===== src/core/cgs_pkg.sv =====
// Package for the clock generator status, divider and auto-trim block.
// Holds register offsets, field positions, reset values, types and the mode table.
package cgs_pkg;

   // Register offsets on the plain register port
   localparam logic [3:0] CGS_OFF_CTRL1       = 4'h0;
   localparam logic [3:0] CGS_OFF_TRIM_SLOW   = 4'h2;
   localparam logic [3:0] CGS_OFF_TRIM_FAST   = 4'h3;
   localparam logic [3:0] CGS_OFF_MONITOR     = 4'h5;
   localparam logic [3:0] CGS_OFF_MODE_STAT   = 4'h6;
   localparam logic [3:0] CGS_OFF_SC          = 4'h8;
   localparam logic [3:0] CGS_OFF_TRIM_CMP_HI = 4'hA;
   localparam logic [3:0] CGS_OFF_TRIM_CMP_LO = 4'hB;
   localparam logic [3:0] CGS_OFF_IRQ_STAT    = 4'hC;
   localparam logic [3:0] CGS_OFF_IRQ_CLR     = 4'hD;
   localparam logic [3:0] CGS_OFF_IRQ_EN      = 4'hE;

   // Status and control field positions
   localparam int CGS_SC_TRIM_EN   = 7;
   localparam int CGS_SC_TRIM_SEL  = 6;
   localparam int CGS_SC_TRIM_FAIL = 5;
   localparam int CGS_SC_FLL_KEEP  = 4;
   localparam int CGS_SC_DIV_MSB   = 3;
   localparam int CGS_SC_DIV_LSB   = 1;
   localparam int CGS_SC_OSC_LOSS  = 0;

   // Control 1 and monitor field positions
   localparam int CGS_C1_MODE_MSB = 2;
   localparam int CGS_C1_FAST_EN  = 3;
   localparam int CGS_MON_EN      = 0;

   // Interrupt status bits
   localparam int CGS_IRQ_LOSS = 0;
   localparam int CGS_IRQ_FAIL = 1;
   localparam int CGS_IRQ_DONE = 2;

   // Reset values and the trim search start bit
   localparam logic [7:0] CGS_RST_TRIM = 8'h80;
   localparam logic [2:0] CGS_RST_DIV  = 3'h0;
   localparam logic [2:0] CGS_TRIM_MSB = 3'h7;

   // Operating modes
   typedef enum logic [2:0] {
      CGS_MODE_FEI  = 3'b000,
      CGS_MODE_FEE  = 3'b001,
      CGS_MODE_FBI  = 3'b010,
      CGS_MODE_FBE  = 3'b011,
      CGS_MODE_BLPI = 3'b100,
      CGS_MODE_BLPE = 3'b101,
      CGS_MODE_STOP = 3'b110
   } cgs_mode_t;

   // Trim engine states
   typedef enum logic [0:0] {
      CGS_TRIM_IDLE    = 1'b0,
      CGS_TRIM_MEASURE = 1'b1
   } cgs_trim_st_t;

   // Register port request
   typedef struct packed {
      logic [3:0] addr;
      logic [7:0] wdata;
      logic       wr;
      logic       rd;
   } cgs_bus_req_t;

   // Frequency measurement result from the trim counter
   typedef struct packed {
      logic        valid;
      logic [15:0] count;
   } cgs_meas_t;

   // Permitted mode moves, one bit per destination code
   function automatic logic cgs_mode_allowed(input cgs_mode_t from_m, input logic [2:0] to_m);
      logic [6:0] row;
      row = 7'h00;
      case (from_m)
         CGS_MODE_FEI:  row = 7'h0E;
         CGS_MODE_FEE:  row = 7'h0D;
         CGS_MODE_FBI:  row = 7'h1B;
         CGS_MODE_FBE:  row = 7'h27;
         CGS_MODE_BLPI: row = 7'h04;
         CGS_MODE_BLPE: row = 7'h08;
         default:       row = 7'h00;
      endcase
      return (to_m == 3'h7) ? 1'b0 : row[to_m];
   endfunction

   // FLL output stays valid and its reference is unchanged across the move
   function automatic logic cgs_fll_keepable(input cgs_mode_t a, input cgs_mode_t b);
      logic fll_a;
      logic fll_b;
      logic int_a;
      logic int_b;
      fll_a = a inside {CGS_MODE_FEI, CGS_MODE_FEE, CGS_MODE_FBI, CGS_MODE_FBE};
      fll_b = b inside {CGS_MODE_FEI, CGS_MODE_FEE, CGS_MODE_FBI, CGS_MODE_FBE};
      int_a = a inside {CGS_MODE_FEI, CGS_MODE_FBI};
      int_b = b inside {CGS_MODE_FEI, CGS_MODE_FBI};
      return fll_a && fll_b && (int_a == int_b);
   endfunction

endpackage


===== src/core/cgs_fast_ref_div.sv =====
// Divider for the fast internal reference: one output tick per 2^code input ticks.
// Assumes tick_in is a one-cycle enable pulse synchronous to clk.
`timescale 1ns/1ns
module cgs_fast_ref_div
   import cgs_pkg::*;
(
   input  wire logic       clk,
   input  wire logic       rst,
   input  wire logic       tick_in,
   input  wire logic [2:0] div_code,
   output logic            tick_out
);

   typedef struct packed {
      logic [6:0] cnt;
      logic       tick;
   } cgs_div_st_t;

   cgs_div_st_t s_r;
   cgs_div_st_t s_nxt;
   logic [6:0]  mask;

   // Terminal count for the selected power of two
   assign mask = 7'((8'h01 << div_code) - 8'h01);

   // Count input ticks; the >= test recovers if the code shrinks mid-count
   always_comb begin
      s_nxt      = s_r;
      s_nxt.tick = 1'b0;
      if (tick_in) begin
         if (s_r.cnt >= mask) begin
            s_nxt.cnt  = 7'h00;
            s_nxt.tick = 1'b1;
         end else begin
            s_nxt.cnt = s_r.cnt + 7'h01;
         end
      end
   end

   // State register
   always_ff @(posedge clk or posedge rst) begin
      if (rst) begin
         s_r <= '0;
      end else begin
         s_r <= s_nxt;
      end
   end

   assign tick_out = s_r.tick;
endmodule // cgs_fast_ref_div


===== src/core/cgs_core.sv =====
// Clock generator status/control, mode machine, loss flag and auto-trim engine.
// Assumes one 125 MHz clock, synchronous inputs and a register port with one-cycle reads.
`timescale 1ns/1ns
module cgs_core
   import cgs_pkg::*;
(
   input  wire logic         clk,
   input  wire logic         rst,
   input  wire cgs_bus_req_t bus_req,
   output logic [7:0]        rdata,
   input  wire logic         osc_loss_detect,
   input  wire logic         stop_req,
   input  wire cgs_meas_t    meas,
   input  wire logic         fast_ref_tick,
   output logic              fast_ref_div_tick,
   output logic              fast_ref_enable,
   output logic [2:0]        mode,
   output logic              fll_filter_reset,
   output logic [7:0]        trim_slow_value,
   output logic [7:0]        trim_fast_value,
   output logic              trim_busy,
   output logic              osc_loss_status,
   output logic              irq
);

   typedef struct packed {
      logic [7:0]   rdata;
      cgs_mode_t    mode;
      cgs_mode_t    saved;
      logic [2:0]   mode_req;
      logic         fast_en;
      logic [7:0]   trim_slow;
      logic [7:0]   trim_fast;
      logic         mon_en;
      logic         te;
      logic         ts;
      logic         tf;
      logic         fp;
      logic [2:0]   div;
      logic         ol;
      logic [7:0]   cmp_hi;
      logic [7:0]   cmp_lo;
      cgs_trim_st_t tst;
      logic [2:0]   bit_idx;
      logic         trim_tgt;
      logic [2:0]   istat;
      logic [2:0]   ien;
      logic         irq;
      logic         fll_rst;
   } cgs_core_st_t;

   cgs_core_st_t s_r;
   cgs_core_st_t s_nxt;
   logic         wr;
   logic [3:0]   addr;
   logic [7:0]   wdata;
   logic         stop_entry;
   logic         ctrl_write;
   logic         abort;
   logic [15:0]  target;
   logic [7:0]   trim_cur;
   logic [7:0]   trim_new;

   // One SAR step: drop the trial bit when too fast, then try the next bit
   function automatic logic [7:0] sar_step(input logic [7:0] v, input logic [2:0] idx,
                                           input logic drop);
      logic [7:0] r;
      r = drop ? (v & ~(8'h01 << idx)) : v;
      if (idx != 3'h0) begin
         r = r | (8'h01 << (idx - 3'h1));
      end
      return r;
   endfunction

   // Bus and event decode
   assign wr         = bus_req.wr;
   assign addr       = bus_req.addr;
   assign wdata      = bus_req.wdata;
   assign stop_entry = stop_req && (s_r.mode != CGS_MODE_STOP);
   assign ctrl_write = wr && (addr inside {CGS_OFF_CTRL1, CGS_OFF_TRIM_SLOW,
                                           CGS_OFF_TRIM_FAST, CGS_OFF_SC});
   assign abort      = s_r.te && (ctrl_write || stop_entry);
   assign target     = {s_r.cmp_hi, s_r.cmp_lo};
   assign trim_cur   = s_r.trim_tgt ? s_r.trim_fast : s_r.trim_slow;
   assign trim_new   = sar_step(trim_cur, s_r.bit_idx, meas.count > target);

   // Next-state logic: writes first, then hardware sets so a set beats a clear
   always_comb begin
      s_nxt         = s_r;
      s_nxt.rdata   = 8'h00;
      s_nxt.fll_rst = 1'b0;

      // Register writes
      if (wr) begin
         case (addr)
            CGS_OFF_CTRL1: begin
               s_nxt.mode_req = wdata[CGS_C1_MODE_MSB:0];
               s_nxt.fast_en  = wdata[CGS_C1_FAST_EN];
            end
            CGS_OFF_TRIM_SLOW:   s_nxt.trim_slow = wdata;
            CGS_OFF_TRIM_FAST:   s_nxt.trim_fast = wdata;
            CGS_OFF_MONITOR:     s_nxt.mon_en    = wdata[CGS_MON_EN];
            CGS_OFF_TRIM_CMP_HI: s_nxt.cmp_hi    = wdata;
            CGS_OFF_TRIM_CMP_LO: s_nxt.cmp_lo    = wdata;
            CGS_OFF_IRQ_CLR:     s_nxt.istat     = s_r.istat & ~wdata[2:0];
            CGS_OFF_IRQ_EN:      s_nxt.ien       = wdata[2:0];
            CGS_OFF_SC: begin
               s_nxt.ts  = wdata[CGS_SC_TRIM_SEL];
               s_nxt.fp  = wdata[CGS_SC_FLL_KEEP];
               s_nxt.div = wdata[CGS_SC_DIV_MSB:CGS_SC_DIV_LSB];
               if (wdata[CGS_SC_TRIM_FAIL]) begin
                  s_nxt.tf = 1'b0;
               end
               if (wdata[CGS_SC_OSC_LOSS] && s_r.ol) begin
                  s_nxt.ol = 1'b0;
               end
               if (wdata[CGS_SC_TRIM_EN] && !s_r.te && !stop_req) begin
                  // Start the search at the top bit of the selected trim
                  s_nxt.te       = 1'b1;
                  s_nxt.tst      = CGS_TRIM_MEASURE;
                  s_nxt.bit_idx  = CGS_TRIM_MSB;
                  s_nxt.trim_tgt = wdata[CGS_SC_TRIM_SEL];
                  if (wdata[CGS_SC_TRIM_SEL]) begin
                     s_nxt.trim_fast = CGS_RST_TRIM;
                  end else begin
                     s_nxt.trim_slow = CGS_RST_TRIM;
                  end
               end
            end
            default: s_nxt.rdata = s_nxt.rdata;
         endcase
      end

      // Trim engine
      case (s_r.tst)
         CGS_TRIM_MEASURE: begin
            if (abort) begin
               s_nxt.te              = 1'b0;
               s_nxt.tst             = CGS_TRIM_IDLE;
               s_nxt.tf              = 1'b1;
               s_nxt.istat[CGS_IRQ_FAIL] = 1'b1;
            end else if (meas.valid) begin
               if (s_r.trim_tgt) begin
                  s_nxt.trim_fast = trim_new;
               end else begin
                  s_nxt.trim_slow = trim_new;
               end
               if (s_r.bit_idx == 3'h0) begin
                  s_nxt.te                  = 1'b0;
                  s_nxt.tst                 = CGS_TRIM_IDLE;
                  s_nxt.istat[CGS_IRQ_DONE] = 1'b1;
               end else begin
                  s_nxt.bit_idx = s_r.bit_idx - 3'h1;
               end
            end
         end
         CGS_TRIM_IDLE: s_nxt.tst = s_nxt.tst; // A start written above stands
         default:       s_nxt.tst = CGS_TRIM_IDLE;
      endcase

      // Oscillator loss, acted on only while the monitor is enabled
      if (osc_loss_detect && s_r.mon_en) begin
         s_nxt.ol                  = 1'b1;
         s_nxt.istat[CGS_IRQ_LOSS] = 1'b1;
      end

      // Mode machine with stop entry and exit
      if (stop_entry) begin
         s_nxt.mode  = CGS_MODE_STOP;
         s_nxt.saved = s_r.mode;
      end else if (s_r.mode == CGS_MODE_STOP) begin
         if (!stop_req) begin
            s_nxt.mode = s_r.saved;
         end
      end else if (s_r.mode_req != s_r.mode
                   && cgs_mode_allowed(s_r.mode, s_r.mode_req)) begin
         s_nxt.mode = cgs_mode_t'(s_r.mode_req);
      end

      // FLL filter reset on a mode change unless it may be preserved
      if (s_nxt.mode != s_r.mode) begin
         s_nxt.fll_rst = !(s_r.fp && cgs_fll_keepable(s_r.mode, s_nxt.mode));
      end

      // Interrupt follows the next status so it has no extra lag
      s_nxt.irq = |(s_nxt.istat & s_nxt.ien);

      // Read data for the following cycle
      if (bus_req.rd) begin
         case (addr)
            CGS_OFF_CTRL1:       s_nxt.rdata = {4'h0, s_r.fast_en, s_r.mode_req};
            CGS_OFF_TRIM_SLOW:   s_nxt.rdata = s_r.trim_slow;
            CGS_OFF_TRIM_FAST:   s_nxt.rdata = s_r.trim_fast;
            CGS_OFF_MONITOR:     s_nxt.rdata = {7'h00, s_r.mon_en};
            CGS_OFF_MODE_STAT:   s_nxt.rdata = {5'h00, s_r.mode};
            CGS_OFF_SC:          s_nxt.rdata = {s_r.te, s_r.ts, s_r.tf, s_r.fp,
                                                s_r.div, s_r.ol};
            CGS_OFF_TRIM_CMP_HI: s_nxt.rdata = s_r.cmp_hi;
            CGS_OFF_TRIM_CMP_LO: s_nxt.rdata = s_r.cmp_lo;
            CGS_OFF_IRQ_STAT:    s_nxt.rdata = {5'h00, s_r.istat};
            CGS_OFF_IRQ_EN:      s_nxt.rdata = {5'h00, s_r.ien};
            default:             s_nxt.rdata = 8'h00;
         endcase
      end
   end

   // State register
   always_ff @(posedge clk or posedge rst) begin
      if (rst) begin
         s_r           <= '0;
         s_r.trim_slow <= CGS_RST_TRIM;
         s_r.trim_fast <= CGS_RST_TRIM;
         s_r.div       <= CGS_RST_DIV;
      end else begin
         s_r <= s_nxt;
      end
   end

   // Fast reference divider, run only while the fast reference is enabled
   cgs_fast_ref_div u_div (
      .clk      (clk),
      .rst      (rst),
      .tick_in  (fast_ref_tick && s_r.fast_en),
      .div_code (s_r.div),
      .tick_out (fast_ref_div_tick)
   );

   // Outputs straight from state
   assign rdata            = s_r.rdata;
   assign fast_ref_enable  = s_r.fast_en;
   assign mode             = s_r.mode;
   assign fll_filter_reset = s_r.fll_rst;
   assign trim_slow_value  = s_r.trim_slow;
   assign trim_fast_value  = s_r.trim_fast;
   assign trim_busy        = s_r.te;
   assign osc_loss_status  = s_r.ol;
   assign irq              = s_r.irq;
endmodule // cgs_core


===== config.mk =====
export PLATFORM = sky130hd
export DESIGN_NAME = cgs_core
export DESIGN_NICKNAME = d
export VERILOG_FILES = /design/src/core/cgs_pkg.sv /design/src/core/cgs_fast_ref_div.sv /design/src/core/cgs_core.sv
export SDC_FILE = /design/constraint.sdc
export NUM_CORES = 1
export LEC_CHECK = 0
export BUFFER_PORTS_ARGS = -buffer_cell sky130_fd_sc_hd__clkbuf_2
export CORE_AREA = 10 10 128 130
export CTS_BUF_LIST = sky130_fd_sc_hd__clkbuf_8
export DETAILED_ROUTE_END_ITERATION = 10
export DIE_AREA = 0 0 138 140
export HOLD_SLACK_MARGIN = 0.1
export PLACE_DENSITY = 0.57
export SYNTH_ARGS = -nofsm -noshare
export SYNTH_HDL_FRONTEND = slang
export SYNTH_SLANG_ARGS = --single-unit

===== constraint.sdc =====
create_clock -name clk -period 3.4 [get_ports clk]
set_clock_uncertainty 0.1 [all_clocks]
set_input_delay 0.17 -clock clk [delete_from_list [all_inputs] [get_ports clk]]
set_output_delay 0.17 -clock clk [all_outputs]
set_load 0.005 [all_outputs]

Word-level counts from Yosys, hierarchy flattened
Cells that the tools add are included.

Register bits: 80. Bits of input ports: 36. Output and inout bits: 33. Word-level logic and storage cells: 163.

Add/subtract/negate cells: 3. $lt $le $gt $ge: 3. Equality and inequality tests: 24. Shift-type cells: 3. Mux-type cells: 61. Bitwise logic cells: 7. Reductions and logical operators: 37.

Operators with widths (number): $mux 8 (11); $pmux 8 s10 (1); $mux 16 (4); $mux 52 (1); $pmux 6 s6 (1); $pmux 8 s2 (2); $mux 3 (9); $eq 4x4->1 const B (6); $mux 1 (23); $mux 7 (3); $gt 16x16->1 (1); $shl 1x3->8 const A (2); $eq 3x2->1 const B (4); $eq 3x3->1 const B (4); $logic_and 1x1->1 (12); $reduce_bool 4->1 (3); $mux 5 (2); $reduce_and 2->1 (5); $reduce_bool 2->1 (5); $logic_not 3->1 (3); $and 8x8->8 (1); $eq 4x2->1 const B (2); $eq 4x3->1 const B (2); $not 8->8 (1); other kinds (24) (30).

Longest topological paths before layout
Gate-level depths: netlist (run 1).

Word-level depth: 18. Depth in mapped cells: 14. Mapped depth without buffers: 13.

Hierarchy
From an unflattened synthesis (run 1), not the netlist that was laid out.

Cells, all modules: 566. Area total of the unflattened synthesis: 5245.0 µm².

Modules (own cells, without submodules): cgs_core (times used 1, cells each 508, area an instance 4665.7 µm², seq. area each 1804.2 µm²); cgs_fast_ref_div (times used 1, cells each 58, area an instance 579.3 µm², seq. area each 200.2 µm²).

Worst setup path after synthesis (run 1)
Ideal clock, no wire load.

Kind: register to register. Start: register s_r[30] in the netlist's numbering. End: register u_div.s_r[3] in the netlist's numbering. Setup time: 0.083 ns. Arrival time: 2.858 ns. Required time: 3.217 ns. Path slack: 0.359 ns. Stages on the path, launching flop included: 15. Buffers on the path: 2. Clock period less this slack: 3.041 ns. Path through: dfrtp_1 clkbuf_1 or3_1 ha_1 clkbuf_1 nor3_1 a21o_1 a21oi_1 ha_1 a21o_1 a21o_1 a211o_1 a31oi_1 nand2_1 o21ai_0.

Longest elaborated chain between the ends: 4.

RTL lines: from (decl) (RTL line cgs_core.sv:52) `cgs_core_st_t s_r;`; from (signal assigned) (RTL line cgs_core.sv:215) `s_r <= s_nxt;`; $shl 1x3->7 (RTL line cgs_fast_ref_div.sv:24) `assign mask = 7'((8'h01 << div_code) - 8'h01);`; $sub 7x1->7 (RTL line cgs_fast_ref_div.sv:24); $ge 7x7->1 (RTL line cgs_fast_ref_div.sv:31) `if (s_r.cnt >= mask) begin`; $mux 7 (RTL line cgs_fast_ref_div.sv:31); to (signal assigned) (RTL line cgs_fast_ref_div.sv:45) `s_r <= s_nxt;`; to (decl) (RTL line cgs_fast_ref_div.sv:19) `cgs_div_st_t s_r;`.

No other way between the ends. A chain may end at the register's enable or synchronous reset.

Final worst setup path (run 1)
Ends and elaborated chain as after synthesis.

==> reports/qor.csv, run 1 <==
stage,metric,value,unit
route,Final ANT Viol Nets,0,
global_route,largest net degree at the start of global routing,31,
clock_tree,TritonCTS buffer count,9,
floorplan,Die ar.,19300,um^2
cells_and_area,share of layout cells above drive strength 1,21.6,%
logic_synthesis,Cell variety after synth,70,
global_route,global route total overflow,0,
logic_synthesis,register area share after synthesis,38.0,%
sta,Least-Margin Pin Slew,0.965,ns
place,Placer Congestion,0.891,
clock_tree,"Clk Latency, worst-skew pair",0.38,ns
setup_path,Worst Setup Start Kind,flip-flop,
setup_path,data required time of the worst path,3.60,ns
sta,Slew HR,35.2,%
global_route,vias in the first global route,4406,
worst_hold_path,worst hold path type,in -> reg,
route,Routed WL,14.9,mm
clock_tree,CTS sink count,80,
setup_path,"critical path fanouts, max",8,
sta,Max Freq,318,MHz
global_route,first-pass GRT wire length,23.9,mm
logic_synthesis,syn avg cell area,9.18,um^2
logic_synthesis,mux share of post-synthesis cell area,7.65,%
floorplan,Placeable Area,13800,um^2
place,hpwl dp,11.3,mm
route,via count,4424,
logic_synthesis,number of synthesized flops with an enable pin,0,
route,1st-pass router iterations,6,
run,Max-cap violations,0,
setup_path,CP Capture Type,flip-flop,
clock_tree,H-tree depth,3,
logic_synthesis,xor and xnor area share after synthesis,0.831,%
route,WL/cell,18.7,um
power,Leak Pwr,2.69,nW
route,initial DRC count,353,
place,number of I/O port buffers,68,
cells_and_area,number of diodes,0,
sta,final period utilization,92.5,%
route,vias per std cell,5.56,
clock_tree,TritonCTS clock tree,built,
logic_synthesis,Synth Area in Simple Gates,18.1,%
logic_synthesis,Syn Inst Count,574,
logic_synthesis,top_reg_cell synth,dfrtp_1,
floorplan,Die W,138,um
global_route,initial antenna violation count,0,
logic_synthesis,fraction of the mapped netlist area in adder cells,7.36,%
sta,Final Hold Viols,0,
status,status,"finished, final reports clean",
floorplan,# rows,43,
global_route,Total GRT Usage,15.1,%
floorplan,Die Span Y,140,um
floorplan,Top Ports,69,
clock_tree,Clk Tree Root Cell,clkbuf_8,
sta,RSZ-0062 raised after global routing,false,
logic_synthesis,Ys Warns,0,
cells_and_area,fill count,1405,
floorplan,Initial Utilization,38.3,%
logic_synthesis,Synth Cell Area,5270,um^2
logic_synthesis,synthesized flop and latch total,80,
setup_path,CP Class,reg -> reg,
cells_and_area,P&R area growth vs syn,10.9,%
sta,count of pins over their slew limit,0,
sta,Setup TNS,0,ns
logic_synthesis,async set or reset register ratio after synthesis,100,%
logic_synthesis,largest family of logic cells by synthesized area,compound AO/OA/AOI/OAI gates,
logic_synthesis,Synth Area in Compound Gates,19.4,%
sta,final setup margin,0.254,ns
route,Post-route DRC,0,
clock_tree,clk buf depth,2,
sta,min cycle time layout,3.15,ns
sta,# setup viols final,0,
cells_and_area,Nets,678,
power,Worst VDD drop,0.275,mV
power,Power Dens Cells,664,nW/um^2
clock_tree,Clock Pin Slew Worst Setup and Hold Paths,0.08,ns
setup_path,crit path DAT,3.34,ns
place,Place WS,0.206,ns
logic_synthesis,Post-Syn Nets,641,
-- placed cells by master, fill, tap and decap left out, drive strengths merged, types with 19 or more instances in the layout --
master | netlist | layout
dfrtp | 78 | 78
clkbuf | 11 | 80
nor3 | 19 | 19
mux2 | 31 | 31
nand2 | 61 | 61
a21oi | 45 | 45
nor2 | 40 | 40
o21ai | 25 | 25
inv | 27 | 28
ha | 31 | 31
-- through the flow --
step                      cells  utilization, %  power [mW]  instance area (um^2)  hold WS, ns
after global routing        796            42.4        4.17                  5850        0.136
after CTS                   796            42.4        3.90                  5840        0.117
after floorplan             574               -        2.66                  5270        0.187
after detailed placement    770            40.0        3.04                  5510        0.123
final                       796            42.4        3.88                  5850        0.136
after global placement      770            40.0        2.99                  5510        0.120
-- Yosys cell counts (12+ instances only) --
master	instances	area [um^2]
a21oi_1	44	220
buf_4	29	218
dfrtp_1	78	1950
ha_1	31	388
inv_1	27	101
mux2_2	30	338
nand2_1	61	229
nand2b_1	15	93.8
nor2_1	39	146
nor2b_1	12	75.1
nor3_1	18	90.1
o21ai_0	15	75.1
-- cell type report --
type | count | area [um^2] | share of cell area (%)
Multi-Input combinational cell | 412 | 2820 | 48.2
Clock inverter | 4 | 67.6 | 1.16
Inverter | 27 | 103 | 1.76
Clock buffer | 12 | 165 | 2.83
Timing Repair Buffer | 81 | 463 | 7.92
Sequential cell | 80 | 2010 | 34.3
Tap cell | 180 | 225 | 3.85
-- where the power goes --
part / total, mW / switching [mW] / internal (mW)
Sequential: 1.60 / 0.379 / 1.22
Combinational: 1.45 / 0.771 / 0.679
Clock: 0.833 / 0.364 / 0.469
-- path summary, 6_finish.rpt --
| kind | startpoint | end | slack [ns] | depth (start not counted) |
|---|---|---|---|---|
| max | s_r[30]$_DFFE_PP0P_ | u_div.s_r[3]$_DFFE_PP0P_ | 0.25 | 11 |
| min | bus_req[3] | s_r[30]$_DFFE_PP0P_ | 0.14 | 2 |
| max reg2reg | s_r[30]$_DFFE_PP0P_ | u_div.s_r[3]$_DFFE_PP0P_ | 0.25 | 11 |
| min reg2reg | s_r[21]$_DFFE_PP0P_ | s_r[21]$_DFFE_PP0P_ | 0.42 | 1 |
| max in group asynchronous | rst | s_r[18]$_DFFE_PP0P_ | 2.18 | 4 |
| min in group asynchronous | rst | s_r[34]$_DFF_PP0_ | 0.25 | 3 |
-- per-layer routing --
| metal | wire, um | track usage, % | vias to the layer above |
|---|---|---|---|
| met5 | 0 | 0 | - |
| met2 | 7000 | 24.4 | 140 |
| met3 | 938 | 4.70 | 18 |
| met4 | 208 | 3.88 | 0 |
| li1 | - | - | 2117 |
| met1 | 6730 | 19.1 | 2149 |
-- critical path, cell delays in order, from the launching register on --
cell	delay (ns)
dfrtp_2	0.46
or3_1	0.43
ha_1	0.28
a21o_1	0.21
a21oi_1	0.18
ha_1	0.28
a21o_1	0.16
a21o_1	0.18
a211o_1	0.29
a31oi_2	0.23
nand2_1	0.09
o21ai_0	0.17
-- flip-flops by register name, summed over array words and instances (netlist names) --
signal            count
trim_slow_value       8
s_r                  40
rdata                 8
u_div.s_r             7
fll_filter_reset      1
fast_ref_enable       1
osc_loss_status       1
mode                  3
trim_fast_value       8
irq                   1
trim_busy             1
u_div.tick_out        1
-- kinds of logic (layout without fill, tap and decap cells) --
group | after synthesis | count (layout)
buffers and inverters | 82 | 124
and+or+nand+nor | 190 | 190
xor gates and xnor gates | 5 | 5
AOI/OAI and AO/OA | 150 | 150
DFF | 80 | 80
muxes | 36 | 36
adders and majority gates | 31 | 31
-- repair_timing --
action	4_1_cts	5_1_grt
buffers inserted	0	0
hold buffers	10	0
endpoints found under the setup margin	0	6
resized for setup	0	2
endpoints found under the hold margin	56	0
Note: power is estimated with default switching activity, not from simulation.
==> run 2: changes to the inputs <==
- ABC_AREA: default -> 1
- CORE_AREA: 10 10 128 130 -> 10 10 126 128
- CTS_BUF_LIST: sky130_fd_sc_hd__clkbuf_8 -> sky130_fd_sc_hd__clkbuf_4 sky130_fd_sc_hd__clkbuf_8 sky130_fd_sc_hd__clkbuf_16
- DIE_AREA: 0 0 138 140 -> 0 0 136 138
==> reports/qor.csv, run 2 <==
stage,metric,value,unit,change
status,status,"finished, final reports clean",,
setup_path,CP Capture Type,flip-flop,,
sta,Final Hold Viols,0,,unchanged
global_route,largest net degree at the start of global routing,33,,+6.5%
logic_synthesis,syn avg cell area,7.66,um^2,-17%
worst_hold_path,worst hold path type,in -> reg,,
logic_synthesis,Cell variety after synth,41,,-41%
clock_tree,CTS sink count,80,,unchanged
sta,min cycle time layout,2.63,ns,-0.514 ns
setup_path,data required time of the worst path,3.53,ns,-0.07 ns
clock_tree,TritonCTS clock tree,built,,
place,Placer Congestion,0.871,,-2.2%
cells_and_area,P&R area growth vs syn,15.1,%,
floorplan,Top Ports,69,,unchanged
place,hpwl dp,11.5,mm,+2.1%
sta,# setup viols final,0,,unchanged
logic_synthesis,Post-Syn Nets,740,,+15%
power,Worst VDD drop,0.392,mV,+43%
route,initial DRC count,352,,-0.28%
sta,Least-Margin Pin Slew,0.552,ns,-0.414 ns
logic_synthesis,Synth Cell Area,5160,um^2,-2.1%
route,via count,4577,,+3.5%
route,Final ANT Viol Nets,0,,unchanged
logic_synthesis,async set or reset register ratio after synthesis,100,%,unchanged
setup_path,Worst Setup Start Kind,flip-flop,,
floorplan,Placeable Area,13500,um^2,-2.0%
cells_and_area,number of diodes,0,,unchanged
global_route,met2 usage,25.2,%,+0.78 points
clock_tree,Clock Pin Slew Worst Setup and Hold Paths,0.06,ns,-0.02 ns
logic_synthesis,Yosys top cell by area,dfrtp_1,,
logic_synthesis,register area share after synthesis,38.9,%,+0.83 points
clock_tree,TritonCTS buffer count,9,,unchanged
clock_tree,"Clk Latency, worst-skew pair",0.35,ns,-0.03 ns
setup_path,"critical path fanouts, max",7,,-1
logic_synthesis,synthesized flop and latch total,80,,unchanged
sta,Setup TNS,0,ns,unchanged
place,number of I/O port buffers,68,,unchanged
power,Leak Pwr,3.09,nW,+15%
logic_synthesis,number of synthesized flops with an enable pin,0,,unchanged
route,vias per std cell,5.00,,-10%
floorplan,Die Span Y,138,um,-1.4%
cells_and_area,Final Util,43.9,%,+1.5 points
global_route,first-pass GRT wire length,23.7,mm,-0.90%
sta,RSZ-0062 raised after global routing,false,,
run,Max-cap violations,0,,unchanged
place,DP Area,5510,um^2,about the same
sta,Max Freq,380,MHz,+20%
floorplan,Die W,136,um,-1.4%
cells_and_area,Reg with most FFs,s_r,,
sta,count of pins over their slew limit,0,,unchanged
power,Power Dens Cells,719,nW/um^2,+8.2%
clock_tree,clk buf depth,2,,unchanged
global_route,initial antenna violation count,0,,unchanged
sta,final setup margin,0.768,ns,+0.514 ns
clock_tree,post_cts resized,0,,unchanged
global_route,GR Layer Usage met1,20.7,%,+1.5 points
logic_synthesis,most frequent cells after synthesis,"nand2_1 (161), inv_1 (102), dfrtp_1 (78)",,
cells_and_area,number of flip-flops in the largest register,40,,unchanged
logic_synthesis,share of the synthesized area in the top cell type,37.9,%,+0.81 points
logic_synthesis,most frequent cell after synthesis,nand2_1,,
floorplan,Die ar.,18800,um^2,-2.9%
sta,hold_ws,0.0973,ns,-0.0388 ns
logic_synthesis,"top cells by area, synth","dfrtp_1 (38%), nand2_1 (12%), ha_1 (7.5%)",,
cells_and_area,"most common cell after layout, fill and taps aside",nand2_1,,
global_route,Total GRT Usage,15.8,%,+0.72 points
route,Routed WL,14.5,mm,-2.5%
global_route,vias in the first global route,4541,,+3.1%
sta,Slew HR,63.1,%,+28 points
setup_path,reg2reg start,s_r[31]$_DFFE_PP0P_,,
logic_synthesis,top_reg_cell synth,dfrtp_1,,
global_route,global route total overflow,0,,unchanged
clock_tree,Clk Tree Root Cell,clkbuf_16,,
floorplan,Initial Utilization,38.2,%,-0.072 points
route,WL/cell,15.9,um,-15%
global_route,gr busiest metal,met2,,
clock_tree,H-tree depth,3,,unchanged
sta,final period utilization,77.4,%,-15 points
cells_and_area,share of layout cells above drive strength 1,17.7,%,-3.9 points
cells_and_area,fin area,5930,um^2,+1.5%
worst_hold_path,Min-Delay Startpoint,bus_req[7],,
floorplan,# rows,43,,unchanged
logic_synthesis,Syn Inst Count,673,,+17%
cells_and_area,"commonest non-fill, non-tap cells in the layout","nand2_1 (161), inv_1 (101), dfrtp_1 (78), clkbuf_2 (68), o21ai_0 (57)",,
setup_path,Worst Setup SP,s_r[31]$_DFFE_PP0P_,,
route,1st-pass router iterations,5,,-1
place,Place WS,0.793,ns,+0.587 ns
setup_path,crit path DAT,2.76,ns,-0.58 ns
global_route,global routing usage on met3,4.28,%,-0.42 points
cells_and_area,Nets,797,,+18%
logic_synthesis,Ys Warns,0,,unchanged
route,Post-route DRC,0,,unchanged
setup_path,CP Class,reg -> reg,,
run 2: kinds of logic after synthesis:
logic type	count (synthesis)	synth area share [%]
xor+xnor	9	1.53
simple gates	277	24.7
buf+inv	151	13.1
mux	1	0.194
compound gates	124	14.1
flops	80	38.9
fa+ha+maj	31	7.52
run 2: worst paths after layout:
kind                                                 end  slack (ns)  cells after the start
worst max-delay path            u_div.s_r[5]$_DFFE_PP0P_        0.77                     14
worst min-delay path                 s_r[18]$_DFFE_PP0P_         0.1                      3
worst max register to register  u_div.s_r[5]$_DFFE_PP0P_        0.77                     14
worst min register to register       s_r[25]$_DFFE_PP0P_        0.38                      2
max in group asynchronous             rdata[4]$_DFF_PP0_        2.17                      4
min in group asynchronous              s_r[10]$_DFF_PP0_        0.26                      3
run 2: critical path, stage by stage, from the launching register on:
cell,delay [ns]
dfrtp_1,0.44
nor2_1,0.18
nand2_1,0.11
ha_1,0.22
o21ai_0,0.14
a21oi_1,0.09
xor2_1,0.16
ha_1,0.32
nand3_1,0.08
nor2_1,0.09
nand3_1,0.08
o2111ai_1,0.18
nand2_1,0.09
inv_1,0.16
nor3_1,0.07
run 2: cell type report:
| cell class | count | area [um^2] |
|---|---|---|
| Clock inverter | 3 | 65.1 |
| Sequential cell | 80 | 2000 |
| Inverter | 117 | 445 |
| Timing Repair Buffer | 80 | 455 |
| Fill cell | 1387 | 7570 |
| Clock buffer | 13 | 262 |
| Tap cell | 180 | 225 |
| Multi-Input combinational cell | 442 | 2480 |
run 2: what timing repair did:
item / in CTS / in global routing
hold buffers: 10 / 0
buffers inserted: 0 / 0
endpoints found under the hold margin: 35 / 0
run 2: power by group:
group / total, mW / internal [mW] / switching, mW
logic: 1.66 / 0.650 / 1.01
clock network: 1.07 / 0.687 / 0.384
registers: 1.53 / 1.26 / 0.277
total: 4.27 / 2.59 / 1.67
run 2: stage by stage:
step | power, mW | std cells
final | 4.27 | 915
after global routing | 4.65 | 915
after CTS | 4.31 | 915
after detailed placement | 3.22 | 889
after global placement | 3.18 | 889
after floorplan | 2.80 | 673
run 2: metal layers:
layer | wire, um | part of all wire, %
met2 | 6860 | 47
met4 | 166 | 1.1
met3 | 872 | 6.0
met5 | 0 | 0
met1 | 6610 | 46
